`src/design/mtcs_map.svh`:
```
// register offsets, field positions, reset values and byte counts of the transmit control block
`ifndef MTCS_MAP_SVH
`define MTCS_MAP_SVH
`define MTCS_IDX_TX_CTRL 6'h00
`define MTCS_IDX_TX_STAT 6'h02
`define MTCS_IDX_TX_ENG 6'h0A
`define MTCS_IDX_FLOW_CFG 6'h0C
`define MTCS_IDX_BANK_SEL 6'h0E
`define MTCS_BANK_TX 6'h10
`define MTCS_BANK_RSV_LO 6'h08
`define MTCS_BANK_RSV_HI 6'h0F
`define MTCS_CTRL_RUN 0
`define MTCS_CTRL_FCS 1
`define MTCS_CTRL_PAD 2
`define MTCS_CTRL_FLOW 3
`define MTCS_CTRL_RW_MASK 16'h600F
`define MTCS_CTRL_RST 16'h0000
`define MTCS_CFG_RESTART 15
`define MTCS_CFG_THR_RST 13'h1000
`define MTCS_BANK_RST 6'h00
`define MTCS_MIN_FRAME 11'h040
`define MTCS_FCS_BYTES 11'h004
`define MTCS_PAUSE_BYTES 11'h03C
`define MTCS_CRC_INIT 32'hFFFFFFFF
`define MTCS_CRC_POLY 32'hEDB88320
`endif

```
`src/design/mtcs_pkg.sv`:
```
// types shared by the transmit control block
package mtcs_pkg;
  typedef struct packed {
    logic [5:0] tag;
    logic last;
    logic [7:0] data;
  } mtcs_word_s;
  typedef struct packed {
    logic underrun;
    logic late_coll;
    logic max_coll;
    logic [5:0] tag;
  } mtcs_transmit_status_s;
  typedef struct packed {
    logic valid;
    logic last;
    logic abort;
    logic [7:0] data;
  } mtcs_link_s;
  typedef enum logic [2:0] {ST_IDLE, ST_DATA, ST_PAD, ST_FCS, ST_PAUSE, ST_HALT} mtcs_state_e;
endpackage

```
`src/design/mtcs_tx.sv`:
```
// transmit control and status: apb registers, frame fifo, frame engine with pad, fcs and pause
`timescale 1ns/1ps
`include "mtcs_map.svh"

// ----------------------------------------
// frame fifo
// ----------------------------------------
module mtcs_fifo #(
  parameter int WIDTH = 15,
  parameter int DEPTH = 4
) (
  input wire logic pclk,
  input wire logic presetn,
  input wire logic flush,
  input wire logic in_valid,
  output logic in_ready,
  input wire logic [WIDTH-1:0] in_data,
  output logic out_valid,
  input wire logic out_ready,
  output logic [WIDTH-1:0] out_data
);
  localparam int AW = (DEPTH > 1) ? $clog2(DEPTH) : 1;
  logic [WIDTH-1:0] mem_r [DEPTH];
  logic [AW-1:0] wr_r, rd_r;
  logic [AW:0] cnt_r;
  logic push, pop;

  assign in_ready = (cnt_r != (AW+1)'(DEPTH));
  assign out_valid = (cnt_r != '0);
  assign out_data = mem_r[rd_r];
  assign push = in_valid && in_ready;
  assign pop = out_valid && out_ready;

  always_ff @(posedge pclk) begin
    if (push) begin
      mem_r[wr_r] <= in_data;
    end
  end

  always_ff @(posedge pclk or negedge presetn) begin
    if (!presetn) begin
      wr_r <= '0;
      rd_r <= '0;
      cnt_r <= '0;
    end else if (flush) begin
      wr_r <= '0;
      rd_r <= '0;
      cnt_r <= '0;
    end else begin
      if (push) begin
        wr_r <= (wr_r == AW'(DEPTH - 1)) ? '0 : wr_r + 1'b1;
      end
      if (pop) begin
        rd_r <= (rd_r == AW'(DEPTH - 1)) ? '0 : rd_r + 1'b1;
      end
      if (push && !pop) begin
        cnt_r <= cnt_r + 1'b1;
      end else if (pop && !push) begin
        cnt_r <= cnt_r - 1'b1;
      end
    end
  end
endmodule

// ----------------------------------------
// transmit control top
// ----------------------------------------
module mtcs_tx #(
  parameter int FIFO_DEPTH = 4,
  parameter int LEVEL_W = 13,
  parameter logic [47:0] STATION_ADDR = 48'h000000000000,
  parameter logic [15:0] PAUSE_QUANTA = 16'hFFFF
) (
  input wire logic pclk,
  input wire logic presetn,
  input wire logic psel,
  input wire logic penable,
  input wire logic pwrite,
  input wire logic [31:0] paddr,
  input wire logic [31:0] pwdata,
  output logic [31:0] prdata,
  output logic pready,
  output logic pslverr,
  input wire logic in_valid,
  output logic in_ready,
  input wire mtcs_pkg::mtcs_word_s in_word,
  output mtcs_pkg::mtcs_link_s link_out,
  input wire logic link_ready,
  input wire logic full_duplex,
  input wire logic [LEVEL_W-1:0] rx_level,
  input wire logic coll_late,
  input wire logic coll_max,
  output logic back_pressure
);
  import mtcs_pkg::*;

  // ----------------------------------------
  // declarations
  // ----------------------------------------
  mtcs_state_e state_r;
  mtcs_transmit_status_s transmit_status_r;
  mtcs_link_s out_r;
  mtcs_word_s fifo_word;
  logic [15:0] ctrl_r;
  logic [LEVEL_W-1:0] thr_r;
  logic [5:0] bank_r, tag_r, idx;
  logic [31:0] rdata_r, crc_r, rd_val;
  logic [10:0] cnt_r, pad_min;
  logic [7:0] pause_byte, fcs_byte;
  logic lc_r, mc_r, pause_pend_r, over_r, pause_run_r;
  logic fifo_valid, fifo_pop, restart, load, done, over, in_bank, mapped;

  // ----------------------------------------
  // crc and pause frame helpers
  // ----------------------------------------
  function automatic logic [31:0] crc_byte(input logic [31:0] c, input logic [7:0] d);
    logic [31:0] x;
    x = c;
    for (int i = 0; i < 8; i++) begin
      x = (x[0] ^ d[i]) ? ((x >> 1) ^ `MTCS_CRC_POLY) : (x >> 1);
    end
    return x;
  endfunction

  function automatic logic [7:0] pause_at(input logic [10:0] i);
    logic [7:0] b;
    b = 8'h00;
    case (i)
      11'h000: b = 8'h01;
      11'h001: b = 8'h80;
      11'h002: b = 8'hC2;
      11'h005: b = 8'h01;
      11'h006: b = STATION_ADDR[47:40];
      11'h007: b = STATION_ADDR[39:32];
      11'h008: b = STATION_ADDR[31:24];
      11'h009: b = STATION_ADDR[23:16];
      11'h00A: b = STATION_ADDR[15:8];
      11'h00B: b = STATION_ADDR[7:0];
      11'h00C: b = 8'h88;
      11'h00D: b = 8'h08;
      11'h00F: b = 8'h01;
      11'h010: b = PAUSE_QUANTA[15:8];
      11'h011: b = PAUSE_QUANTA[7:0];
      default: b = 8'h00;
    endcase
    return b;
  endfunction

  // ----------------------------------------
  // apb slave
  // ----------------------------------------
  // zero wait states; read data is caught in the setup cycle so it comes from a flop
  assign idx = paddr[7:2];
  assign in_bank = (bank_r == `MTCS_BANK_TX);
  assign mapped = (paddr[1:0] == 2'h0) && (paddr[31:8] == '0) &&
                  ((idx == `MTCS_IDX_BANK_SEL) || (in_bank && ((idx == `MTCS_IDX_TX_CTRL) ||
                  (idx == `MTCS_IDX_TX_STAT) || (idx == `MTCS_IDX_TX_ENG) || (idx == `MTCS_IDX_FLOW_CFG))));
  assign pready = 1'b1;
  assign pslverr = psel && penable && !mapped;
  assign prdata = rdata_r;
  assign restart = psel && penable && pwrite && mapped && (idx == `MTCS_IDX_FLOW_CFG) && pwdata[`MTCS_CFG_RESTART];

  always_comb begin
    rd_val = 32'h00000000;
    if (idx == `MTCS_IDX_BANK_SEL) begin
      rd_val = {26'h0, bank_r};
    end else if (in_bank) begin
      unique case (idx)
        `MTCS_IDX_TX_CTRL: rd_val = {16'h0, ctrl_r};
        `MTCS_IDX_TX_STAT: rd_val = {17'h0, transmit_status_r.underrun, transmit_status_r.late_coll, transmit_status_r.max_coll, 6'h00, transmit_status_r.tag};
        `MTCS_IDX_TX_ENG: rd_val = {28'h0, !in_ready, back_pressure, (state_r == ST_HALT), (state_r != ST_IDLE)};
        `MTCS_IDX_FLOW_CFG: rd_val = {{(32-LEVEL_W){1'b0}}, thr_r};
        default: rd_val = 32'h00000000;
      endcase
    end
  end

  always_ff @(posedge pclk or negedge presetn) begin
    if (!presetn) begin
      rdata_r <= 32'h00000000;
    end else if (psel && !penable && !pwrite) begin
      rdata_r <= mapped ? rd_val : 32'h00000000;
    end
  end

  // reserved banks take no writes; only the bank select sees every bank
  always_ff @(posedge pclk or negedge presetn) begin
    if (!presetn) begin
      bank_r <= `MTCS_BANK_RST;
      ctrl_r <= `MTCS_CTRL_RST;
      thr_r <= `MTCS_CFG_THR_RST;
    end else if (psel && penable && pwrite && mapped) begin
      if (idx == `MTCS_IDX_BANK_SEL) begin
        bank_r <= pwdata[5:0];
      end else if (idx == `MTCS_IDX_TX_CTRL) begin
        ctrl_r <= pwdata[15:0] & `MTCS_CTRL_RW_MASK;
      end else if (idx == `MTCS_IDX_FLOW_CFG) begin
        thr_r <= pwdata[LEVEL_W-1:0];
      end
    end
  end

  // ----------------------------------------
  // frame fifo
  // ----------------------------------------
  mtcs_fifo #(
    .WIDTH($bits(mtcs_word_s)),
    .DEPTH(FIFO_DEPTH)
  ) u_fifo (
    .pclk(pclk),
    .presetn(presetn),
    .flush(restart),
    .in_valid(in_valid),
    .in_ready(in_ready),
    .in_data(in_word),
    .out_valid(fifo_valid),
    .out_ready(fifo_pop),
    .out_data(fifo_word)
  );

  // ----------------------------------------
  // flow control
  // ----------------------------------------
  assign over = ctrl_r[`MTCS_CTRL_FLOW] && (rx_level >= thr_r);
  assign back_pressure = over && !full_duplex;

  always_ff @(posedge pclk or negedge presetn) begin
    if (!presetn) begin
      over_r <= 1'b0;
      pause_pend_r <= 1'b0;
      pause_run_r <= 1'b0;
    end else begin
      over_r <= over && full_duplex;
      // a new crossing wins over the clear taken when the pause frame starts
      if (over && full_duplex && !over_r) begin
        pause_pend_r <= 1'b1;
      end else if (state_r == ST_IDLE && load && pause_pend_r && !restart) begin
        pause_pend_r <= 1'b0;
      end
      // start wins over done, so a pause queued right behind a frame stays marked
      if (restart) begin
        pause_run_r <= 1'b0;
      end else if (state_r == ST_IDLE && load && pause_pend_r) begin
        pause_run_r <= 1'b1;
      end else if (done) begin
        pause_run_r <= 1'b0;
      end
    end
  end

  // ----------------------------------------
  // frame engine
  // ----------------------------------------
  assign load = !out_r.valid || link_ready;
  assign pad_min = ctrl_r[`MTCS_CTRL_FCS] ? (`MTCS_MIN_FRAME - `MTCS_FCS_BYTES) : `MTCS_MIN_FRAME;
  assign fifo_pop = load && fifo_valid &&
                    ((state_r == ST_DATA) || (state_r == ST_IDLE && !pause_pend_r && ctrl_r[`MTCS_CTRL_RUN]));
  assign pause_byte = pause_at(cnt_r);
  assign fcs_byte = ~crc_r[cnt_r[1:0]*8 +: 8];
  assign done = out_r.valid && out_r.last && link_ready;
  assign link_out = out_r;

  always_ff @(posedge pclk or negedge presetn) begin
    if (!presetn) begin
      state_r <= ST_IDLE;
      out_r <= '0;
      cnt_r <= '0;
      crc_r <= `MTCS_CRC_INIT;
      tag_r <= '0;
    end else if (restart) begin
      state_r <= ST_IDLE;
      out_r <= '0;
    end else if (load) begin
      out_r <= '0;
      unique case (state_r)
        ST_IDLE: begin
          cnt_r <= '0;
          crc_r <= `MTCS_CRC_INIT;
          if (pause_pend_r) begin
            // pause frames skip the fifo and do not touch the status register
            state_r <= ST_PAUSE;
          end else if (ctrl_r[`MTCS_CTRL_RUN] && fifo_valid) begin
            tag_r <= fifo_word.tag;
            out_r <= '{valid: 1'b1, last: 1'b0, abort: 1'b0, data: fifo_word.data};
            crc_r <= crc_byte(`MTCS_CRC_INIT, fifo_word.data);
            cnt_r <= 11'h001;
            state_r <= ST_DATA;
            if (fifo_word.last) begin
              out_r.last <= !(ctrl_r[`MTCS_CTRL_PAD] && 11'h001 < pad_min) && !ctrl_r[`MTCS_CTRL_FCS];
              state_r <= (ctrl_r[`MTCS_CTRL_PAD] && 11'h001 < pad_min) ? ST_PAD :
                         ctrl_r[`MTCS_CTRL_FCS] ? ST_FCS : ST_IDLE;
              cnt_r <= (ctrl_r[`MTCS_CTRL_PAD] && 11'h001 < pad_min) ? 11'h001 : '0;
            end
          end
        end
        // run bit is not looked at here, so a cleared run bit lets the frame finish
        ST_DATA: begin
          if (fifo_valid) begin
            out_r <= '{valid: 1'b1, last: 1'b0, abort: 1'b0, data: fifo_word.data};
            crc_r <= crc_byte(crc_r, fifo_word.data);
            cnt_r <= cnt_r + 11'h001;
            if (fifo_word.last) begin
              if (ctrl_r[`MTCS_CTRL_PAD] && (cnt_r + 11'h001) < pad_min) begin
                state_r <= ST_PAD;
              end else if (ctrl_r[`MTCS_CTRL_FCS]) begin
                state_r <= ST_FCS;
                cnt_r <= '0;
              end else begin
                out_r.last <= 1'b1;
                state_r <= ST_IDLE;
              end
            end
          end else if (out_r.valid) begin
            // the link drained the last byte and nothing follows: fatal underrun
            out_r <= '{valid: 1'b1, last: 1'b1, abort: 1'b1, data: 8'h00};
            state_r <= ST_HALT;
          end
        end
        ST_PAD: begin
          out_r <= '{valid: 1'b1, last: 1'b0, abort: 1'b0, data: 8'h00};
          crc_r <= crc_byte(crc_r, 8'h00);
          cnt_r <= cnt_r + 11'h001;
          if ((cnt_r + 11'h001) >= pad_min) begin
            if (ctrl_r[`MTCS_CTRL_FCS]) begin
              state_r <= ST_FCS;
              cnt_r <= '0;
            end else begin
              out_r.last <= 1'b1;
              state_r <= ST_IDLE;
            end
          end
        end
        ST_PAUSE: begin
          out_r <= '{valid: 1'b1, last: 1'b0, abort: 1'b0, data: pause_byte};
          crc_r <= crc_byte(crc_r, pause_byte);
          cnt_r <= cnt_r + 11'h001;
          if ((cnt_r + 11'h001) >= `MTCS_PAUSE_BYTES) begin
            state_r <= ST_FCS;
            cnt_r <= '0;
          end
        end
        ST_FCS: begin
          out_r <= '{valid: 1'b1, last: (cnt_r == `MTCS_FCS_BYTES - 11'h001), abort: 1'b0,
                     data: fcs_byte};
          cnt_r <= cnt_r + 11'h001;
          if (cnt_r == `MTCS_FCS_BYTES - 11'h001) begin
            state_r <= ST_IDLE;
          end
        end
        ST_HALT: state_r <= ST_HALT;
      endcase
    end
  end

  // ----------------------------------------
  // transmit status
  // ----------------------------------------
  // collision flags gather over the frame; a pulse in the completing cycle still counts
  always_ff @(posedge pclk or negedge presetn) begin
    if (!presetn) begin
      lc_r <= 1'b0;
      mc_r <= 1'b0;
    end else if (done || restart) begin
      lc_r <= 1'b0;
      mc_r <= 1'b0;
    end else if (state_r != ST_IDLE || out_r.valid) begin
      lc_r <= lc_r || coll_late;
      mc_r <= mc_r || coll_max;
    end
  end

  always_ff @(posedge pclk or negedge presetn) begin
    if (!presetn) begin
      transmit_status_r <= '0;
    end else if (done && !pause_run_r) begin
      transmit_status_r <= '{underrun: out_r.abort, late_coll: lc_r || coll_late, max_coll: mc_r || coll_max,
                  tag: tag_r};
    end
  end
endmodule

```
`config.mk`:
```
export PLATFORM = sky130hd
export DESIGN_NAME = mtcs_tx
export DESIGN_NICKNAME = d
export VERILOG_FILES = /design/src/design/mtcs_pkg.sv /design/src/design/mtcs_tx.sv
export VERILOG_INCLUDE_DIRS = /design/src /design/src/design
export SDC_FILE = /design/constraint.sdc
export NUM_CORES = 1
export LEC_CHECK = 0
export ABC_AREA = 1
export BUFFER_PORTS_ARGS = -buffer_cell sky130_fd_sc_hd__buf_2
export CAP_MARGIN = 10
export CORE_UTILIZATION = 40
export DETAILED_ROUTE_END_ITERATION = 8
export SKIP_CTS_REPAIR_TIMING = 1
export SYNTH_ARGS = -nofsm -noshare
export SYNTH_HDL_FRONTEND = slang
export SYNTH_SLANG_ARGS = --single-unit
```
`constraint.sdc`:
```
create_clock -name pclk -period 3 [get_ports pclk]
set_input_delay 0.6 -clock pclk [delete_from_list [all_inputs] [get_ports pclk]]
set_output_delay 0.6 -clock pclk [all_outputs]
set_load 0.01 [all_outputs]
```
### Word-level counts from Yosys, hierarchy flattened

Memory sizes are Yosys's and may differ from the RTL's.
Cells that the tools add are included.

| operators by class | value |
|---|---|
| add/subtract/negate cells | 5 |
| magnitude comparators | 5 |
| equal/unequal tests | 21 |
| shift operators | 1 |
| multiplexer cells | 100 |
| bitwise operators | 57 |
| reductions and logical operators | 80 |

Operator list:

| kind | count |
|---|---|
| $mux W32 | 38 |
| $not A13 Y14 | 29 |
| $mux W11 | 12 |
| $pmux W32 S4 | 1 |
| $pmux W11 S5 | 2 |
| $pmux W15 S4 | 1 |
| $mux W3 | 15 |
| $logic_and A1 B1 Y1 | 33 |
| $shiftx A32 B6 Y8 | 1 |
| $logic_not A24 Y1 | 1 |
| $xor A1 B1 Y1 | 23 |
| $mux W1 | 20 |
| $eq A6 B4 Y1 const B | 3 |
| $pmux W3 S6 | 1 |
| $mux W2 | 8 |
| $logic_not A1 Y1 | 14 |
| $ge A13 B13 Y1 | 1 |
| $logic_not A6 Y1 | 2 |
| $ne A3 B3 Y1 const B | 4 |
| $reduce_and A4 Y1 | 3 |
| $reduce_bool A3 Y1 | 4 |
| $add A11 B1 Y11 const B | 1 |
| $eq A11 B2 Y1 const B | 1 |
| $ge A11 B6 Y1 const B | 1 |
| other kinds (29) | 50 |

| storage, ports and cells | value |
|---|---|
| flip-flop bits (word level) | 141 |
| memory bits (writable) | 60 |
| memory bits (read-only) | 256 |
| output and inout port bits | 47 |
| memories | 2 |

Memories:

| memory | depth | bits a word | rd ports | clocked after memory_dff | write ports | RTL line | source |
|---|---|---|---|---|---|---|---|
| (name not given) | 32 | 8 | 1 | 0 | 0 | mtcs_tx.sv:128 | `case (i)` |
| u_fifo.mem_r | 4 | 15 | 1 | 0 | 1 | mtcs_tx.sv:23 | `logic [WIDTH-1:0] mem_r [DEPTH];` |

### Longest topological paths before layout

| depth | value |
|---|---|
| word-level depth | 19 |
| mapped depth | 21 |
| gate-level depth less buffers | 19 |

### Modules after synthesis

A second synthesis with hierarchy kept.

| unflattened totals | value |
|---|---|
| cells, all modules | 1821 |
| area total of the unflattened synthesis | 13788.2 um2 |

By module, submodules not included:

| module | instances | cells each | area an instance (um2) |
|---|---|---|---|
| mtcs_tx | 1 | 1613 | 11065.6 |
| mtcs_fifo | 1 | 208 | 2722.6 |

### Least setup slack after synthesis

OpenSTA, ideal clock, no wires.

| timing path | value |
|---|---|
| path type | reg2reg |
| start point | register cnt_r[1] |
| end point | register cnt_r[5] |
| data arrival time | 2.585 ns |
| data required time | 2.874 ns |
| path slack | 0.289 ns |
| stages on the path, launching flop included | 19 |
| buffers on the path | 1 |
| period minus slack after synthesis | 2.711 ns |
| cells stage by stage | dfrtp_1 inv_1 buf_2 nor3_2 a21oi_1 nor2_1 ha_1 inv_1 nor2_1 nand3_1 nor2_1 nor4_1 nand3_1 nand2_2 o21ai_0 nand3_1 nand3_1 nand2_1 o21ai_0 |

| on the way | value |
|---|---|
| longest elaborated chain between the ends | 7 |

RTL lines:

| element | RTL line | source |
|---|---|---|
| from (decl) | mtcs_tx.sv:108 | `logic [10:0] cnt_r, pad_min;` |
| from (signal assigned) | mtcs_tx.sv:292 | `` cnt_r <= (ctrl_r[`MTCS_CTRL_PAD] && 11'h001 < pad_min) ? 11'h001 : '0; `` |
| from (signal assigned) | mtcs_tx.sv:301 | `cnt_r <= cnt_r + 11'h001;` |
| from (signal assigned) | mtcs_tx.sv:322 | `cnt_r <= cnt_r + 11'h001;` |
| $add A11 B1 Y11 (*) | -- |  |
| $lt A11 B7 Y1 | mtcs_tx.sv:303 | `` if (ctrl_r[`MTCS_CTRL_PAD] && (cnt_r + 11'h001) < pad_min) begin `` |
| $logic_and A1 B1 Y1 | mtcs_tx.sv:303 |  |
| $mux W11 | mtcs_tx.sv:303 |  |
| $mux W11 | mtcs_tx.sv:302 | `if (fifo_word.last) begin` |
| $mux W11 | mtcs_tx.sv:298 | `if (fifo_valid) begin` |
| $pmux W11 S5 (*) | mtcs_tx.sv:275 | `unique case (state_r)` |

Mark *: on every way between the ends. The rest lies on a longest branch, timed or not. The select of a mux whose other input is x is not followed.
A chain may end at the register's enable or synchronous reset.

### Final worst setup path

| timing path | value |
|---|---|
| start point | register thr_r[12] |
| end point | output port back_pressure |

| on the way | value |
|---|---|
| longest elaborated chain between the ends | 3 |

RTL lines:

| element | RTL line | source |
|---|---|---|
| from (decl) | mtcs_tx.sv:105 | `logic [LEVEL_W-1:0] thr_r;` |
| from (signal assigned) | mtcs_tx.sv:191 | `` thr_r <= `MTCS_CFG_THR_RST; `` |
| from (signal assigned) | mtcs_tx.sv:198 | `thr_r <= pwdata[LEVEL_W-1:0];` |
| $ge A13 B13 Y1 | mtcs_tx.sv:224 | `` assign over = ctrl_r[`MTCS_CTRL_FLOW] && (rx_level >= thr_r); `` |
| $logic_and A1 B1 Y1 | mtcs_tx.sv:224 |  |
| $logic_and A1 B1 Y1 | mtcs_tx.sv:225 | `assign back_pressure = over && !full_duplex;` |
| to (decl) | mtcs_tx.sv:93 | `output logic back_pressure` |

No other way between the ends.

==> flow_summary_export.csv <==
group,metric,value,unit
die,dieArea,36060,sq um
global_route,busiest_layer,"met2",
setup_path,reg2reg_to,"crc_r[23]",
global_route,grt_use_total,25.94,%
clock_network,max-clock-path-buffers,2,
die,start_util,40.79,%
setup_path,r2r_start,"cnt_r[1]",
cells_and_area,design_area,16220,sq um
setup_path,cp_max_fo,3,
setup_path,worstPathArrival,2.26,ns
synth,synth-edff-count,60,
global_route,gr-total-overflow,0,
clock_network,clk_latency,0.46,ns
sta,setup_violations,0,
setup_path,crit_end,"back_pressure",
placement,hpwl,34880,um
synth,synthTopCellsByArea,"dfrtp_1 (16%), nand2_1 (15%), edfxtp_1 (13%), dfstp_2 (6.1%), xor2_1 (5.3%)",
placement,gp_congestion,0.9711,
placement,dp_cells,2490,
clock_network,htreeDepth,4,
clock_network,cts_tree,"yes",
detailed_routing,postRouteAntennaNets,0,
sta,slew_violations,0,
cells_and_area,fillers,3470,
clock_network,root_buffer,"clkbuf_16",
synth,yosysWarningCount,0,
synth,yosysSeqAreaShare,35.02,%
clock_network,path_clk_slew,0.07,ns
sta,max_slew_margin,43.84,%
die,die_y,189.9,um
sta,hold_viol,0,
clock_network,cts_buffers,17,
synth,syn_avg_cell_area,7.426,sq um
clock_network,cts.sinks,184,
setup_path,worstRegToRegCells,21,
synth,netlist-cell-type-count,71,
placement,port_buffers,114,
global_route,grt_use_met3,4.372,%
sta,finalCriticalPeriod,2.856,ns
setup_path,startpoint,"thr_r[12]",
setup_path,startpoint_type,"flip-flop",
detailed_routing,drc,0,
global_route,grt_max_degree,55,
synth,synth-main-ff-cell,"dfrtp_1",
sta,tightestPinTransition,0.8364,ns
global_route,gr-usage-met2,41.10,%
cells_and_area,multi_input_area,8179,sq um
synth,ys_async_sr_fraction,67.39,%
detailed_routing,dr.first_iter.drc_count,1078,
cells_and_area,drive_gt1_share,19.66,%
die,core,34630,sq um
die,num_io_pins,149,
global_route,antenna_found_initial,0,
die,die_x,189.9,um
synth,syn_area,14120,sq um
detailed_routing,firstDrtPassIters,5,
setup_path,path_class,"reg2out",
synth,netlist.area_leader.share,16.12,%
detailed_routing,vias,13312,
placement,place_area,15480,sq um
detailed_routing,vias_per_cell,5.262,
cells_and_area,nets,2195,
cells_and_area,area.growth.synth_to_final,14.86,%
hold_path,min_path_type,"in2async",
sta,clock_skew,0.02107,ns
detailed_routing,drt-total-wl,45630,um
cells_and_area,utilization,46.85,%
sta,period_share,95.19,%
setup_path,cp-end-kind,"output pin",
cells_and_area,seq_area,4950,sq um
cells_and_area,stdcell_count,2530,
synth,syn_inst,1902,
outcome,outcome,"finished, final reports clean",
synth,yosys.area.top_type,"dfrtp_1",
sta,fmax,350.2,MHz
global_route,met1_usage,35.60,%
global_route,grt_pass1_vias,12537,
synth,synth-seq-cells,184,
run,drv_cap,0,
setup_path,cp.required,2.40,ns
detailed_routing,routedWlPerCell,18.03,um
die,rows,68,
setup_path,r2r_setup_slack,0.15,ns
cells_and_area,diodes,0,
global_route,grt_pass1_wl,71380,um
-- worst min-delay path by stage --
stage | start | to | slack [ns] | cells after the start
finish | presetn | prdata[7] | 0.20 | 1
global route | presetn | prdata[7] | 0.25 | 1
CTS | presetn | prdata[7] | 0.22 | 1
detailed placement | over_r | pause_pend_r | 0.44 | 1
floorplan | presetn | bank_r[0] | 0.30 | 0
global placement | over_r | pause_pend_r | 0.42 | 1
-- area by class of cell --
type	count	area share, %
multi-input combinational	1467	50.42
clock buffer	18	2.646
clock inverter	14	0.9024
timing repair buffer	194	7.412
tap	455	3.509
sequential	184	30.51
inverter	198	4.597
-- critical path, cell delays in order (launching register included) --
cell,delay [ns]
dfstp_2,0.54
inv_1,0.05
ha_1,0.30
nand2_1,0.10
nor2_1,0.11
nand2_1,0.06
o211a_1,0.11
nand3_1,0.13
nand2_2,0.10
nor2_2,0.14
buf_2,0.15
-- logic make-up after synthesis --
logic type,share of synthesized area [%]
compound gates,12.31
xor+xnor,10.78
fa+ha+maj,2.799
buf+inv,8.212
flops,35.02
mux,0.4784
other cells,0.05317
simple gates,30.34
-- Yosys cell counts (6+ instances only) --
cell type,instances
a31oi_1,8
buf_4,27
or2_2,9
o21ai_1,15
nand4_1,12
nand2_2,26
buf_2,19
ha_1,30
dfstp_2,33
nor2_2,11
xor2_1,86
dfrtp_1,91
nor4_1,6
xnor2_1,48
or2_1,6
nand2_1,551
a21oi_1,76
nand3_2,8
inv_2,23
nor2_4,6
o22ai_1,9
inv_1,173
nor2_1,120
a22oi_1,9
xnor2_2,6
edfxtp_1,60
nor3_1,11
nand3b_1,10
nand3_1,147
o211ai_1,14
clkbuf_1,17
xor2_2,7
nand2_4,8
o21ai_0,149
mux2_2,6
-- routing by layer --
layer  up-vias  wire [um]
met5         -          0
li1       6514          -
met2       437      20630
met4         0       1335
met1      6281      20450
met3        80       3214
-- placed cells by master, fill, tap and decap left out, types with 28 or more instances in the layout --
cell	n
nand2_1	547
inv_1	173
o21ai_0	146
nand3_1	145
nor2_1	117
buf_2	113
dfrtp_1	88
xor2_1	83
buf_4	78
a21oi_1	75
edfxtp_1	60
xnor2_1	48
dfstp_2	33
nand2_2	29
ha_1	28
-- flip-flops by register name (all words and copies together), names as in the netlist, 2 cells and up --
register           flops
u_fifo.mem_r          60
crc_r                 32
prdata                15
thr_r                 13
cnt_r                 11
link_out              11
transmit_status_r      9
bank_r                 6
ctrl_r                 6
tag_r                  6
state_r                3
u_fifo.cnt_r           3
u_fifo.rd_r            2
u_fifo.wr_r            2
-- stage by stage --
step                setup TNS [ns]  hold WS (ns)  setup slack (ns)
detailed placement         -0.3243        0.4379          -0.07223
CTS                        -0.5886        0.2162          -0.08505
global placement          -0.05992        0.4176          -0.02046
global route               -0.5220        0.2468          -0.06242
floorplan                        0        0.3044            0.2892
finish                           0        0.1992            0.1444
Power is left out: the tool's default activity adds up to more than one toggle a clock period on the data nets, which glitch-free logic cannot reach.
